## config.mk

```make
export PLATFORM = sky130hd
export DESIGN_NAME = cct_timer
export DESIGN_NICKNAME = d
export VERILOG_FILES = /design/src/cct_timer.v
export VERILOG_INCLUDE_DIRS = /design/src /design/src/common
export SDC_FILE = /design/constraint.sdc
export NUM_CORES = 1
export LEC_CHECK = 0
export BUFFER_PORTS_ARGS = -buffer_cell sky130_fd_sc_hd__buf_2
export CAP_MARGIN = 20
export CORE_UTILIZATION = 65
export DETAILED_ROUTE_END_ITERATION = 7
export PLACE_DENSITY = 0.81
export SYNTH_ARGS = -nofsm -noshare
export SYNTH_HDL_FRONTEND = slang
export SYNTH_SLANG_ARGS = --single-unit
```

## constraint.sdc

```tcl
create_clock -name mclk -period 4.3 [get_ports mclk]
set_input_delay 0.645 -clock mclk [delete_from_list [all_inputs] [get_ports mclk]]
set_output_delay 0.645 -clock mclk [all_outputs]
set_load 0.02 [all_outputs]
```

## src/common/cct_defs.vh

```
`ifndef CCT_DEFS_VH
`define CCT_DEFS_VH

////////////////////////////////////////////////////////////////////////
// register addresses on the 8-bit peripheral bus
`define CCT_A_IRQ_EN   4'h0
`define CCT_A_FLAGS    4'h1
`define CCT_A_FRC_H    4'h2
`define CCT_A_FRC_L    4'h3
`define CCT_A_OCR_H    4'h4
`define CCT_A_OCR_L    4'h5
`define CCT_A_TCTL     4'h6
`define CCT_A_OCTL     4'h7
`define CCT_A_ICA_H    4'h8
`define CCT_A_ICA_L    4'h9
`define CCT_A_ICB_H    4'ha
`define CCT_A_ICB_L    4'hb
`define CCT_A_ICC_H    4'hc
`define CCT_A_ICC_L    4'hd
`define CCT_A_ICD_H    4'he
`define CCT_A_ICD_L    4'hf

////////////////////////////////////////////////////////////////////////
// reset values
`define CCT_RST_TCTL   8'h00
`define CCT_RST_OCTL   8'he0
`define CCT_RST_FLAGS  8'h00
`define CCT_RST_IRQ_EN 8'h00
`define CCT_RST_16     16'h0000
`define CCT_MAX_16     16'hffff
`define CCT_OCTL_FIXED 3'h7

////////////////////////////////////////////////////////////////////////
// timer_control fields
`define CCT_TC_EDGE_A  7
`define CCT_TC_BUF_A   3
`define CCT_TC_BUF_B   2
`define CCT_TC_CKS_HI  1
`define CCT_TC_CKS_LO  0
`define CCT_CKS_DIV2   2'h0
`define CCT_CKS_DIV8   2'h1
`define CCT_CKS_DIV32  2'h2
`define CCT_CKS_EXT    2'h3

// compare_output_control fields
`define CCT_OC_SEL     4
`define CCT_OC_OE_A    3
`define CCT_OC_OE_B    2
`define CCT_OC_LVL_A   1
`define CCT_OC_LVL_B   0

// timer_flag_status fields
`define CCT_FL_CLR_A   0

// prescaler taps for /2, /8, /32
`define CCT_TAP_DIV2   0
`define CCT_TAP_DIV8   2
`define CCT_TAP_DIV32  4

`endif

```

## src/cct_timer.v

```verilog
`timescale 1ns/1ps
`include "cct_defs.vh"

module cct_timer (
  input  wire       mclk,
  input  wire       rst,
  input  wire       low_power,
  input  wire [3:0] bus_addr,
  input  wire       bus_wr,
  input  wire       bus_rd,
  input  wire [7:0] bus_wdata,
  output reg  [7:0] bus_rdata,
  input  wire       ext_clk_pin,
  input  wire       capture_pin_a,
  input  wire       capture_pin_b,
  input  wire       capture_pin_c,
  input  wire       capture_pin_d,
  output reg        compare_pin_a,
  output reg        compare_pin_b,
  output reg        irq_req
);

  ////////////////////////////////////////////////////////////////////////
  function edge_hit;
    input cur;
    input prev;
    input rising;
    begin
      edge_hit = rising ? (cur & ~prev) : (~cur & prev);
    end
  endfunction

  ////////////////////////////////////////////////////////////////////////
  reg  [7:0]  timer_irq_enable_r;
  reg  [7:0]  timer_flag_status_r;
  reg  [7:0]  timer_control_r;
  reg  [4:0]  compare_output_control_r;
  reg  [15:0] free_run_counter_r;
  reg  [15:0] compare_reg_a_r;
  reg  [15:0] compare_reg_b_r;
  reg  [15:0] capture_reg_a_r;
  reg  [15:0] capture_reg_b_r;
  reg  [15:0] capture_reg_c_r;
  reg  [15:0] capture_reg_d_r;
  reg  [7:0]  stage_r;
  reg  [7:1]  armed_r;
  reg  [4:0]  div_r;
  reg         div_prev_r;
  reg         ext_s1_r;
  reg         ext_s2_r;
  reg         ext_s3_r;
  reg  [3:0]  cap_s1_r;
  reg  [3:0]  cap_s2_r;
  reg  [3:0]  cap_s3_r;
  reg  [3:0]  pend_r;
  reg         lvl_a_r;
  reg         lvl_b_r;

  reg  [7:0]  rd_val;
  reg  [7:1]  flags_nxt;
  reg  [15:0] frc_nxt;

  wire        init = rst | low_power;
  wire [7:0]  octl_rst = `CCT_RST_OCTL; // top three bits are fixed, not stored
  wire [1:0]  cks  = timer_control_r[`CCT_TC_CKS_HI:`CCT_TC_CKS_LO];
  wire        oc_sel = compare_output_control_r[`CCT_OC_SEL];
  wire        buf_a  = timer_control_r[`CCT_TC_BUF_A];
  wire        buf_b  = timer_control_r[`CCT_TC_BUF_B];

  ////////////////////////////////////////////////////////////////////////
  // bus decode
  wire wr_frc_h = bus_wr & (bus_addr == `CCT_A_FRC_H);
  wire wr_frc_l = bus_wr & (bus_addr == `CCT_A_FRC_L);
  wire wr_ocr_h = bus_wr & (bus_addr == `CCT_A_OCR_H);
  wire wr_ocr_l = bus_wr & (bus_addr == `CCT_A_OCR_L);
  wire wr_flags = bus_wr & (bus_addr == `CCT_A_FLAGS);
  wire rd_flags = bus_rd & (bus_addr == `CCT_A_FLAGS);
  wire rd_frc_h = bus_rd & (bus_addr == `CCT_A_FRC_H);
  wire [3:0] rd_cap_h;
  assign rd_cap_h[0] = bus_rd & (bus_addr == `CCT_A_ICA_H);
  assign rd_cap_h[1] = bus_rd & (bus_addr == `CCT_A_ICB_H);
  assign rd_cap_h[2] = bus_rd & (bus_addr == `CCT_A_ICC_H);
  assign rd_cap_h[3] = bus_rd & (bus_addr == `CCT_A_ICD_H);

  ////////////////////////////////////////////////////////////////////////
  // counter clock: prescaler taps counted on falling edge, so a
  // switch from a high tap to a low tap also yields one increment
  reg div_sel;
  always @* begin
    case (cks)
      `CCT_CKS_DIV2:  div_sel = div_r[`CCT_TAP_DIV2];
      `CCT_CKS_DIV8:  div_sel = div_r[`CCT_TAP_DIV8];
      `CCT_CKS_DIV32: div_sel = div_r[`CCT_TAP_DIV32];
      default:        div_sel = 1'b0;
    endcase
  end

  wire use_ext  = (cks == `CCT_CKS_EXT);
  wire int_tick = ~use_ext & div_prev_r & ~div_sel;
  wire ext_tick = use_ext & ext_s2_r & ~ext_s3_r;
  wire tick     = int_tick | ext_tick;

  ////////////////////////////////////////////////////////////////////////
  // compare; a lower-byte compare write suppresses its own match
  wire match_a = (free_run_counter_r == compare_reg_a_r);
  wire match_b = (free_run_counter_r == compare_reg_b_r);
  wire evt_a   = tick & match_a & ~(wr_ocr_l & ~oc_sel);
  wire evt_b   = tick & match_b & ~(wr_ocr_l & oc_sel);
  wire frc_clr = evt_a & timer_flag_status_r[`CCT_FL_CLR_A];
  // write beats increment, so no wrap then unless clear forces it
  wire ovf_evt = tick & (free_run_counter_r == `CCT_MAX_16) & (~wr_frc_l | frc_clr);

  always @* begin
    frc_nxt = free_run_counter_r;
    if (frc_clr)
      frc_nxt = `CCT_RST_16;
    else if (wr_frc_l)
      frc_nxt = {stage_r, bus_wdata};
    else if (tick)
      frc_nxt = free_run_counter_r + 16'h0001;
  end

  ////////////////////////////////////////////////////////////////////////
  // capture: a pending edge waits while a linked upper byte is read
  wire [3:0] edge_v;
  assign edge_v[0] = edge_hit(cap_s2_r[0], cap_s3_r[0], timer_control_r[`CCT_TC_EDGE_A]);
  assign edge_v[1] = edge_hit(cap_s2_r[1], cap_s3_r[1], timer_control_r[`CCT_TC_EDGE_A - 1]);
  assign edge_v[2] = edge_hit(cap_s2_r[2], cap_s3_r[2], timer_control_r[`CCT_TC_EDGE_A - 2]);
  assign edge_v[3] = edge_hit(cap_s2_r[3], cap_s3_r[3], timer_control_r[`CCT_TC_EDGE_A - 3]);

  wire [3:0] blk;
  assign blk[0] = rd_cap_h[0] | (buf_a & rd_cap_h[2]);
  assign blk[1] = rd_cap_h[1] | (buf_b & rd_cap_h[3]);
  assign blk[2] = rd_cap_h[2] | (buf_a & rd_cap_h[0]);
  assign blk[3] = rd_cap_h[3] | (buf_b & rd_cap_h[1]);

  wire [3:0] cap_req = edge_v | pend_r;
  wire [3:0] cap     = cap_req & ~blk;
  wire [3:0] pend_nx = cap_req & blk;

  ////////////////////////////////////////////////////////////////////////
  // flags: hardware set wins over a clear in the same cycle
  wire [7:1] set_v = {cap[0], cap[1], cap[2], cap[3], evt_a, evt_b, ovf_evt};
  wire [7:1] clr_v = wr_flags ? (armed_r & ~bus_wdata[7:1]) : 7'h00;

  always @* begin
    flags_nxt = set_v | (timer_flag_status_r[7:1] & ~clr_v);
  end

  ////////////////////////////////////////////////////////////////////////
  // read data mux
  always @* begin
    case (bus_addr)
      `CCT_A_IRQ_EN: rd_val = {timer_irq_enable_r[7:1], 1'b1};
      `CCT_A_FLAGS:  rd_val = timer_flag_status_r;
      `CCT_A_FRC_H:  rd_val = free_run_counter_r[15:8];
      `CCT_A_OCR_H:  rd_val = oc_sel ? compare_reg_b_r[15:8] : compare_reg_a_r[15:8];
      `CCT_A_OCR_L:  rd_val = oc_sel ? compare_reg_b_r[7:0] : compare_reg_a_r[7:0];
      `CCT_A_TCTL:   rd_val = timer_control_r;
      `CCT_A_OCTL:   rd_val = {`CCT_OCTL_FIXED, compare_output_control_r};
      `CCT_A_ICA_H:  rd_val = capture_reg_a_r[15:8];
      `CCT_A_ICB_H:  rd_val = capture_reg_b_r[15:8];
      `CCT_A_ICC_H:  rd_val = capture_reg_c_r[15:8];
      `CCT_A_ICD_H:  rd_val = capture_reg_d_r[15:8];
      default:       rd_val = stage_r; // lower bytes of counter and captures
    endcase
  end

  ////////////////////////////////////////////////////////////////////////
  // synchronisers and prescaler; the first stages feed only the second
  always @(posedge mclk) begin
    if (init) begin
      ext_s1_r   <= 1'b0;
      ext_s2_r   <= 1'b0;
      ext_s3_r   <= 1'b0;
      cap_s1_r   <= 4'h0;
      cap_s2_r   <= 4'h0;
      cap_s3_r   <= 4'h0;
      div_r      <= 5'h00;
      div_prev_r <= 1'b0;
    end else begin
      ext_s1_r   <= ext_clk_pin;
      ext_s2_r   <= ext_s1_r;
      ext_s3_r   <= ext_s2_r;
      cap_s1_r   <= {capture_pin_d, capture_pin_c, capture_pin_b, capture_pin_a};
      cap_s2_r   <= cap_s1_r;
      cap_s3_r   <= cap_s2_r;
      div_r      <= div_r + 5'h01;
      div_prev_r <= div_sel;
    end
  end

  ////////////////////////////////////////////////////////////////////////
  // registers, counter, captures
  always @(posedge mclk) begin
    if (init) begin
      timer_irq_enable_r       <= `CCT_RST_IRQ_EN;
      timer_flag_status_r      <= `CCT_RST_FLAGS;
      timer_control_r          <= `CCT_RST_TCTL;
      compare_output_control_r <= octl_rst[4:0];
      free_run_counter_r       <= `CCT_RST_16;
      compare_reg_a_r          <= `CCT_MAX_16;
      compare_reg_b_r          <= `CCT_MAX_16;
      capture_reg_a_r          <= `CCT_RST_16;
      capture_reg_b_r          <= `CCT_RST_16;
      capture_reg_c_r          <= `CCT_RST_16;
      capture_reg_d_r          <= `CCT_RST_16;
      stage_r                  <= 8'h00;
      armed_r                  <= 7'h00;
      pend_r                   <= 4'h0;
      bus_rdata                <= 8'h00;
    end else begin
      free_run_counter_r     <= frc_nxt;
      timer_flag_status_r[7:1] <= flags_nxt;
      pend_r                 <= pend_nx;
      if (bus_rd)
        bus_rdata <= rd_val;
      // staging latch, CPU must go upper then lower
      if (wr_frc_h | wr_ocr_h)
        stage_r <= bus_wdata;
      else if (rd_frc_h)
        stage_r <= free_run_counter_r[7:0];
      else if (rd_cap_h[0])
        stage_r <= capture_reg_a_r[7:0];
      else if (rd_cap_h[1])
        stage_r <= capture_reg_b_r[7:0];
      else if (rd_cap_h[2])
        stage_r <= capture_reg_c_r[7:0];
      else if (rd_cap_h[3])
        stage_r <= capture_reg_d_r[7:0];
      // read-as-one arming for the flag clear
      if (wr_flags)
        armed_r <= 7'h00;
      else if (rd_flags)
        armed_r <= timer_flag_status_r[7:1];
      else
        armed_r <= armed_r & timer_flag_status_r[7:1];
      if (bus_wr) begin
        case (bus_addr)
          `CCT_A_IRQ_EN: timer_irq_enable_r <= {bus_wdata[7:1], 1'b0};
          `CCT_A_FLAGS:  timer_flag_status_r[`CCT_FL_CLR_A] <= bus_wdata[`CCT_FL_CLR_A];
          `CCT_A_TCTL:   timer_control_r <= bus_wdata;
          `CCT_A_OCTL:   compare_output_control_r <= bus_wdata[4:0];
          `CCT_A_OCR_L: begin
            if (oc_sel)
              compare_reg_b_r <= {stage_r, bus_wdata};
            else
              compare_reg_a_r <= {stage_r, bus_wdata};
          end
          default: ;
        endcase
      end
      // capture A/B, with optional shift into C/D
      if (cap[0]) begin
        capture_reg_a_r <= free_run_counter_r;
        if (buf_a)
          capture_reg_c_r <= capture_reg_a_r;
      end
      if (cap[1]) begin
        capture_reg_b_r <= free_run_counter_r;
        if (buf_b)
          capture_reg_d_r <= capture_reg_b_r;
      end
      // in buffer mode C/D edges only flag, no load
      if (cap[2] & ~buf_a)
        capture_reg_c_r <= free_run_counter_r;
      if (cap[3] & ~buf_b)
        capture_reg_d_r <= free_run_counter_r;
    end
  end

  ////////////////////////////////////////////////////////////////////////
  // compare pins and interrupt request
  wire lvl_a_nxt = evt_a ? compare_output_control_r[`CCT_OC_LVL_A] : lvl_a_r;
  wire lvl_b_nxt = evt_b ? compare_output_control_r[`CCT_OC_LVL_B] : lvl_b_r;

  always @(posedge mclk) begin
    if (init) begin
      lvl_a_r       <= 1'b0;
      lvl_b_r       <= 1'b0;
      compare_pin_a <= 1'b0;
      compare_pin_b <= 1'b0;
      irq_req       <= 1'b0;
    end else begin
      lvl_a_r       <= lvl_a_nxt;
      lvl_b_r       <= lvl_b_nxt;
      compare_pin_a <= compare_output_control_r[`CCT_OC_OE_A] & lvl_a_nxt;
      compare_pin_b <= compare_output_control_r[`CCT_OC_OE_B] & lvl_b_nxt;
      irq_req       <= |(flags_nxt & timer_irq_enable_r[7:1]);
    end
  end

endmodule

```

==> out/results.md <==
| Quantity | This run | Unit |
|:---|:---|:---|
| Run status | completed | - |
| Post-synth top cells | sky130_fd_sc_hd__dfxtp_1, sky130_fd_sc_hd__nand2_1, sky130_fd_sc_hd__nor2_1 | - |
| # DRC | 0 | - |
| Cell-by-cell listing of the critical path | buf_2 -> nand2_1 -> nor4_2 -> nor3_4 -> a21o_1 -> nor2_1 -> a211oi_1 | - |
| Synth Flop Type | sky130_fd_sc_hd__dfxtp_1 | - |
| Post-route cell area | 10300 | sq um |
| Top-Level Pins | 33 | - |
| Layout Nets | 1126 | - |
| Largest voltage drop on the vdd net | 0.393 | mV |
| Post-synth top area share | 0.407 | - |
| Maxcap violations | 0 | - |
| Crit path depth | 7 | - |
| Async S/R FF share, synth | 0 | - |
| Clock group share of total power | 0.453 | - |
| Combinational share of power | 0.058 | - |
| Area of the core | 14000 | sq um |
| Area growth from synthesis to layout | 8.13 | % |
| Hold buffer count at cts | 0 | - |
| Total CTS buffers | 17 | - |
| Ratio of total power to cell area | 361 | nW/um^2 |
| H-tree levels | 4 | - |
| Largest net degree at the start of global routing | 91 | - |
| Synthesized net count | 1148 | - |
| Count of flip-flops with a built-in enable after synthesis | 0 | - |
| Adder-cell share of the synthesized area | 0.00263 | - |
| Total of endpoints with negative setup slack in the final report | 0 | - |
| Post-detailed-placement cell area | 9650 | sq um |
| Number of sinks on the clock net | 193 | - |
| Total length of routed wires | 28.4 | mm |
| Average wire per cell in the routed design | 21.9 | um |
| Count of antenna diodes in the layout | 0 | - |
| Yosys warnings | 0 | - |
| Arrival time of the worst setup path | 3.40 | ns |
| XOR/XNOR Fraction of Synth Area | 0.0461 | - |
| Total grt overflow | 0 | - |
| Overall die height | 123 | um |
| Number of detailed-route iterations in the first pass | 6 | - |
| Initial antenna violation count | 0 | - |
| Worst setup path class | input pin to flip-flop | - |
| Compound-gate portion of the synthesized area | 0.190 | - |
| End point of the critical path | capture_reg_c_r[10]$_SDFFE_PP0P_ | - |
| Count of cells resized by post-cts repair | 0 | - |
| Fraction of the yosys area taken by sequential cells | 0.407 | - |
| # placed instances | 1263 | - |
| Global-route wire length before repair | 44.3 | mm |
| Worst-path fanout max | 32 | - |
| Number of nets with antenna violations after routing | 0 | - |
| Setup slack, reg-to-reg | 1.42 | ns |
| Mean instance size in the synthesized netlist | 8.45 | sq um |
| Design internal power | 2.79 | mW |
| Reg clk slew, reported paths | 0.07 | ns |
| Placement row count | 43 | - |
| Die width | 123 | um |
| Number of non-filler instances in the completed layout | 1295 | - |
| Least-Margin Pin Slew | 1.10 | ns |
| Critical Path Source Type | input pin | - |
| Switching portion of total power | 0.247 | - |
| Last weighted congestion value of the routability-driven placer | 1.02 | - |
| Worst path buffer plus inverter count | 1 | - |
| Minimum setup slack after placement | 0.870 | ns |
| Tmin final | 3.04 | ns |
| R2R cell count | 6 | - |
| Largest family of logic cells by synthesized area | simple AND/OR/NAND/NOR gates | - |
| Vias in the first global route | 8058 | - |
| Clk_lat worst skew | 0.45 | ns |
| Kind of cell adding the most delay to the critical path | simple AND/OR/NAND/NOR gates | - |
| Share of synthesized cell area in and, or, nand and nor gates | 0.212 | - |
| Clock root buffer | sky130_fd_sc_hd__clkbuf_16 | - |
| Hold crit path type | input pin to flip-flop | - |
| Endpoint kind of the worst setup timing path | flip-flop | - |
| Overall fraction of global-route tracks in use | 0.395 | - |
| Routed vias | 8624 | - |
| Most repeated cell in the gate-level netlist after synthesis | sky130_fd_sc_hd__dfxtp_1 | - |
| Number of vias per cell after detailed routing | 6.66 | - |
| Number of storage elements in the synthesis netlist | 193 | - |
| Share of cell area taken by muxes after synthesis | 0.0943 | - |
| Cells after Synth | 1124 | - |
| Utilization after layout | 0.732 | - |
| Starting density of the core | 0.677 | - |
| Total die area | 15100 | sq um |
| Maximum buffer depth of the clock tree | 2 | - |
| Area contributors post-synth | sky130_fd_sc_hd__dfxtp_1, sky130_fd_sc_hd__mux2i_1, sky130_fd_sc_hd__nand2_1 | - |
| Total standard cell area after synthesis | 9500 | sq um |
| Leakage | 3.55 | nW |
| Final-report max-slew violation count | 0 | - |
| Largest area contributor in the synthesized netlist | sky130_fd_sc_hd__dfxtp_1 | - |
| Worst flop-to-flop path startpoint | timer_control_r[5]$_SDFFE_PP0P_ | - |
| Count of unique library cells instantiated by Yosys | 77 | - |
| Setup WS post-layout | 1.26 | ns |
| Capture point of the worst reg-to-reg path | capture_reg_c_r[10]$_SDFFE_PP0P_ | - |
| Final hold violation count | 0 | - |
| RSZ-0062 raised after global routing | false | - |
| Max Clk Rate | 329 | MHz |
| Final HPWL DP | 19.3 | mm |
| Number of instances on the worst hold path | 2 | - |
| Net load switching power | 0.914 | mW |
| Data required time at the worst endpoint | 4.66 | ns |
| Number of setup buffers added after CTS | 0 | - |
| Total power consumption of the routed design | 3.71 | mW |
| Biggest cell delay along the critical path | 0.86 | ns |
| Worst setup startpoint | bus_addr[3] | - |
| Total of buffers placed on input and output ports | 32 | - |
| Worst clock skew | 0.0101 | ns |
| Sequential Power Share | 0.489 | - |
| TritonCTS clock tree | done | - |
| Tightest hold margin | 0.396 | ns |
| Slowest stage cell, crit path | sky130_fd_sc_hd__nor3_4 | - |
| Total Negative Setup Slacks | 0 | ns |
| Worst rel slew slack | 0.265 | - |
| Fraction of the cycle the final worst path needs | 0.706 | - |
| Ratio of cells with drive above 1 in the final layout | 0.111 | - |
| 1st-iter DRT viols | 1177 | - |
## power groups by stage
stage / logic (mW) / clock network, mW / registers (mW)
after detailed placement: 0.208 / 0 / 1.85
after CTS: 0.208 / 1.68 / 1.81
after global placement: 0.206 / 0 / 1.85
after global routing: 0.229 / 1.75 / 1.81
final: 0.215 / 1.68 / 1.81
after floorplan: 0.147 / 0 / 1.85
## final cells by class
type                       count  area (sq um)
tap                          180           225
timing repair buffer          53           318
sequential                   193          3860
clock inverter                11           140
clock buffer                  21           480
inverter                      14          52.6
fill                        1069          3770
multi-input combinational    823          5190
## placed cells by master, fill, tap and decap left out, types with 12 or more instances in the layout
cell | Yosys | routed
sky130_fd_sc_hd__a211oi_1 | 50 | 50
sky130_fd_sc_hd__a21oi_1 | 68 | 68
sky130_fd_sc_hd__and2_1 | 18 | 18
sky130_fd_sc_hd__buf_2 | 17 | 32
sky130_fd_sc_hd__buf_4 | 5 | 21
sky130_fd_sc_hd__clkbuf_16 | 0 | 17
sky130_fd_sc_hd__dfxtp_1 | 193 | 193
sky130_fd_sc_hd__inv_1 | 13 | 13
sky130_fd_sc_hd__mux2i_1 | 76 | 76
sky130_fd_sc_hd__nand2_1 | 137 | 137
sky130_fd_sc_hd__nand3_1 | 47 | 47
sky130_fd_sc_hd__nand4_1 | 13 | 13
sky130_fd_sc_hd__nor2_1 | 120 | 119
sky130_fd_sc_hd__nor2b_1 | 14 | 14
sky130_fd_sc_hd__nor3_1 | 12 | 12
sky130_fd_sc_hd__o21ai_0 | 64 | 64
sky130_fd_sc_hd__xnor2_1 | 40 | 40
## flip-flops by register name, summed over array words and instances, names as in the netlist, 16 cells and up
| signal | count |
|---|---|
| capture_reg_a_r | 16 |
| capture_reg_c_r | 16 |
| compare_reg_a_r | 16 |
| free_run_counter_r | 16 |
| capture_reg_d_r | 16 |
| capture_reg_b_r | 16 |
| compare_reg_b_r | 16 |
## worst register-to-register path: cells and delay by family, from the launching register on
kind / cells / cell delay [ns]
flops: 1 / 0.35
simple gates: 4 / 1.36
compound gates: 2 / 1.09
## per-layer routing
metal  up-vias  GRT usage  wire length, um  share of wire
met1      4057      0.523            11400           0.40
met3       120     0.0858             2930           0.10
met5         -          0                0              0
li1       3921          -                -              -
met2       526      0.592            12400           0.44
met4         0      0.229             1660          0.058
## cell families (layout without fill, tap and decap cells)
family / Yosys count / after routing
xor gates and xnor gates: 50 / 50
DFF: 193 / 193
adders and majority gates: 2 / 2
muxes: 87 / 87
AOI/OAI and AO/OA: 264 / 264
buffers and inverters: 108 / 99
and+or+nand+nor: 420 / 420
## worst min-delay path by stage
stage,startpoint,end
2_1_floorplan,cap_s1_r[0]$_SDFF_PP0_,cap_s2_r[0]$_SDFF_PP0_
3_3_place_gp,cap_s1_r[1]$_SDFF_PP0_,cap_s2_r[1]$_SDFF_PP0_
3_5_place_dp,cap_s1_r[0]$_SDFF_PP0_,cap_s2_r[0]$_SDFF_PP0_
4_1_cts,capture_pin_a,cap_s1_r[0]$_SDFF_PP0_
5_1_grt,capture_pin_a,cap_s1_r[0]$_SDFF_PP0_
6_report,ext_clk_pin,ext_s1_r$_SDFF_PP0_
Power figures use the tool's default switching activity.
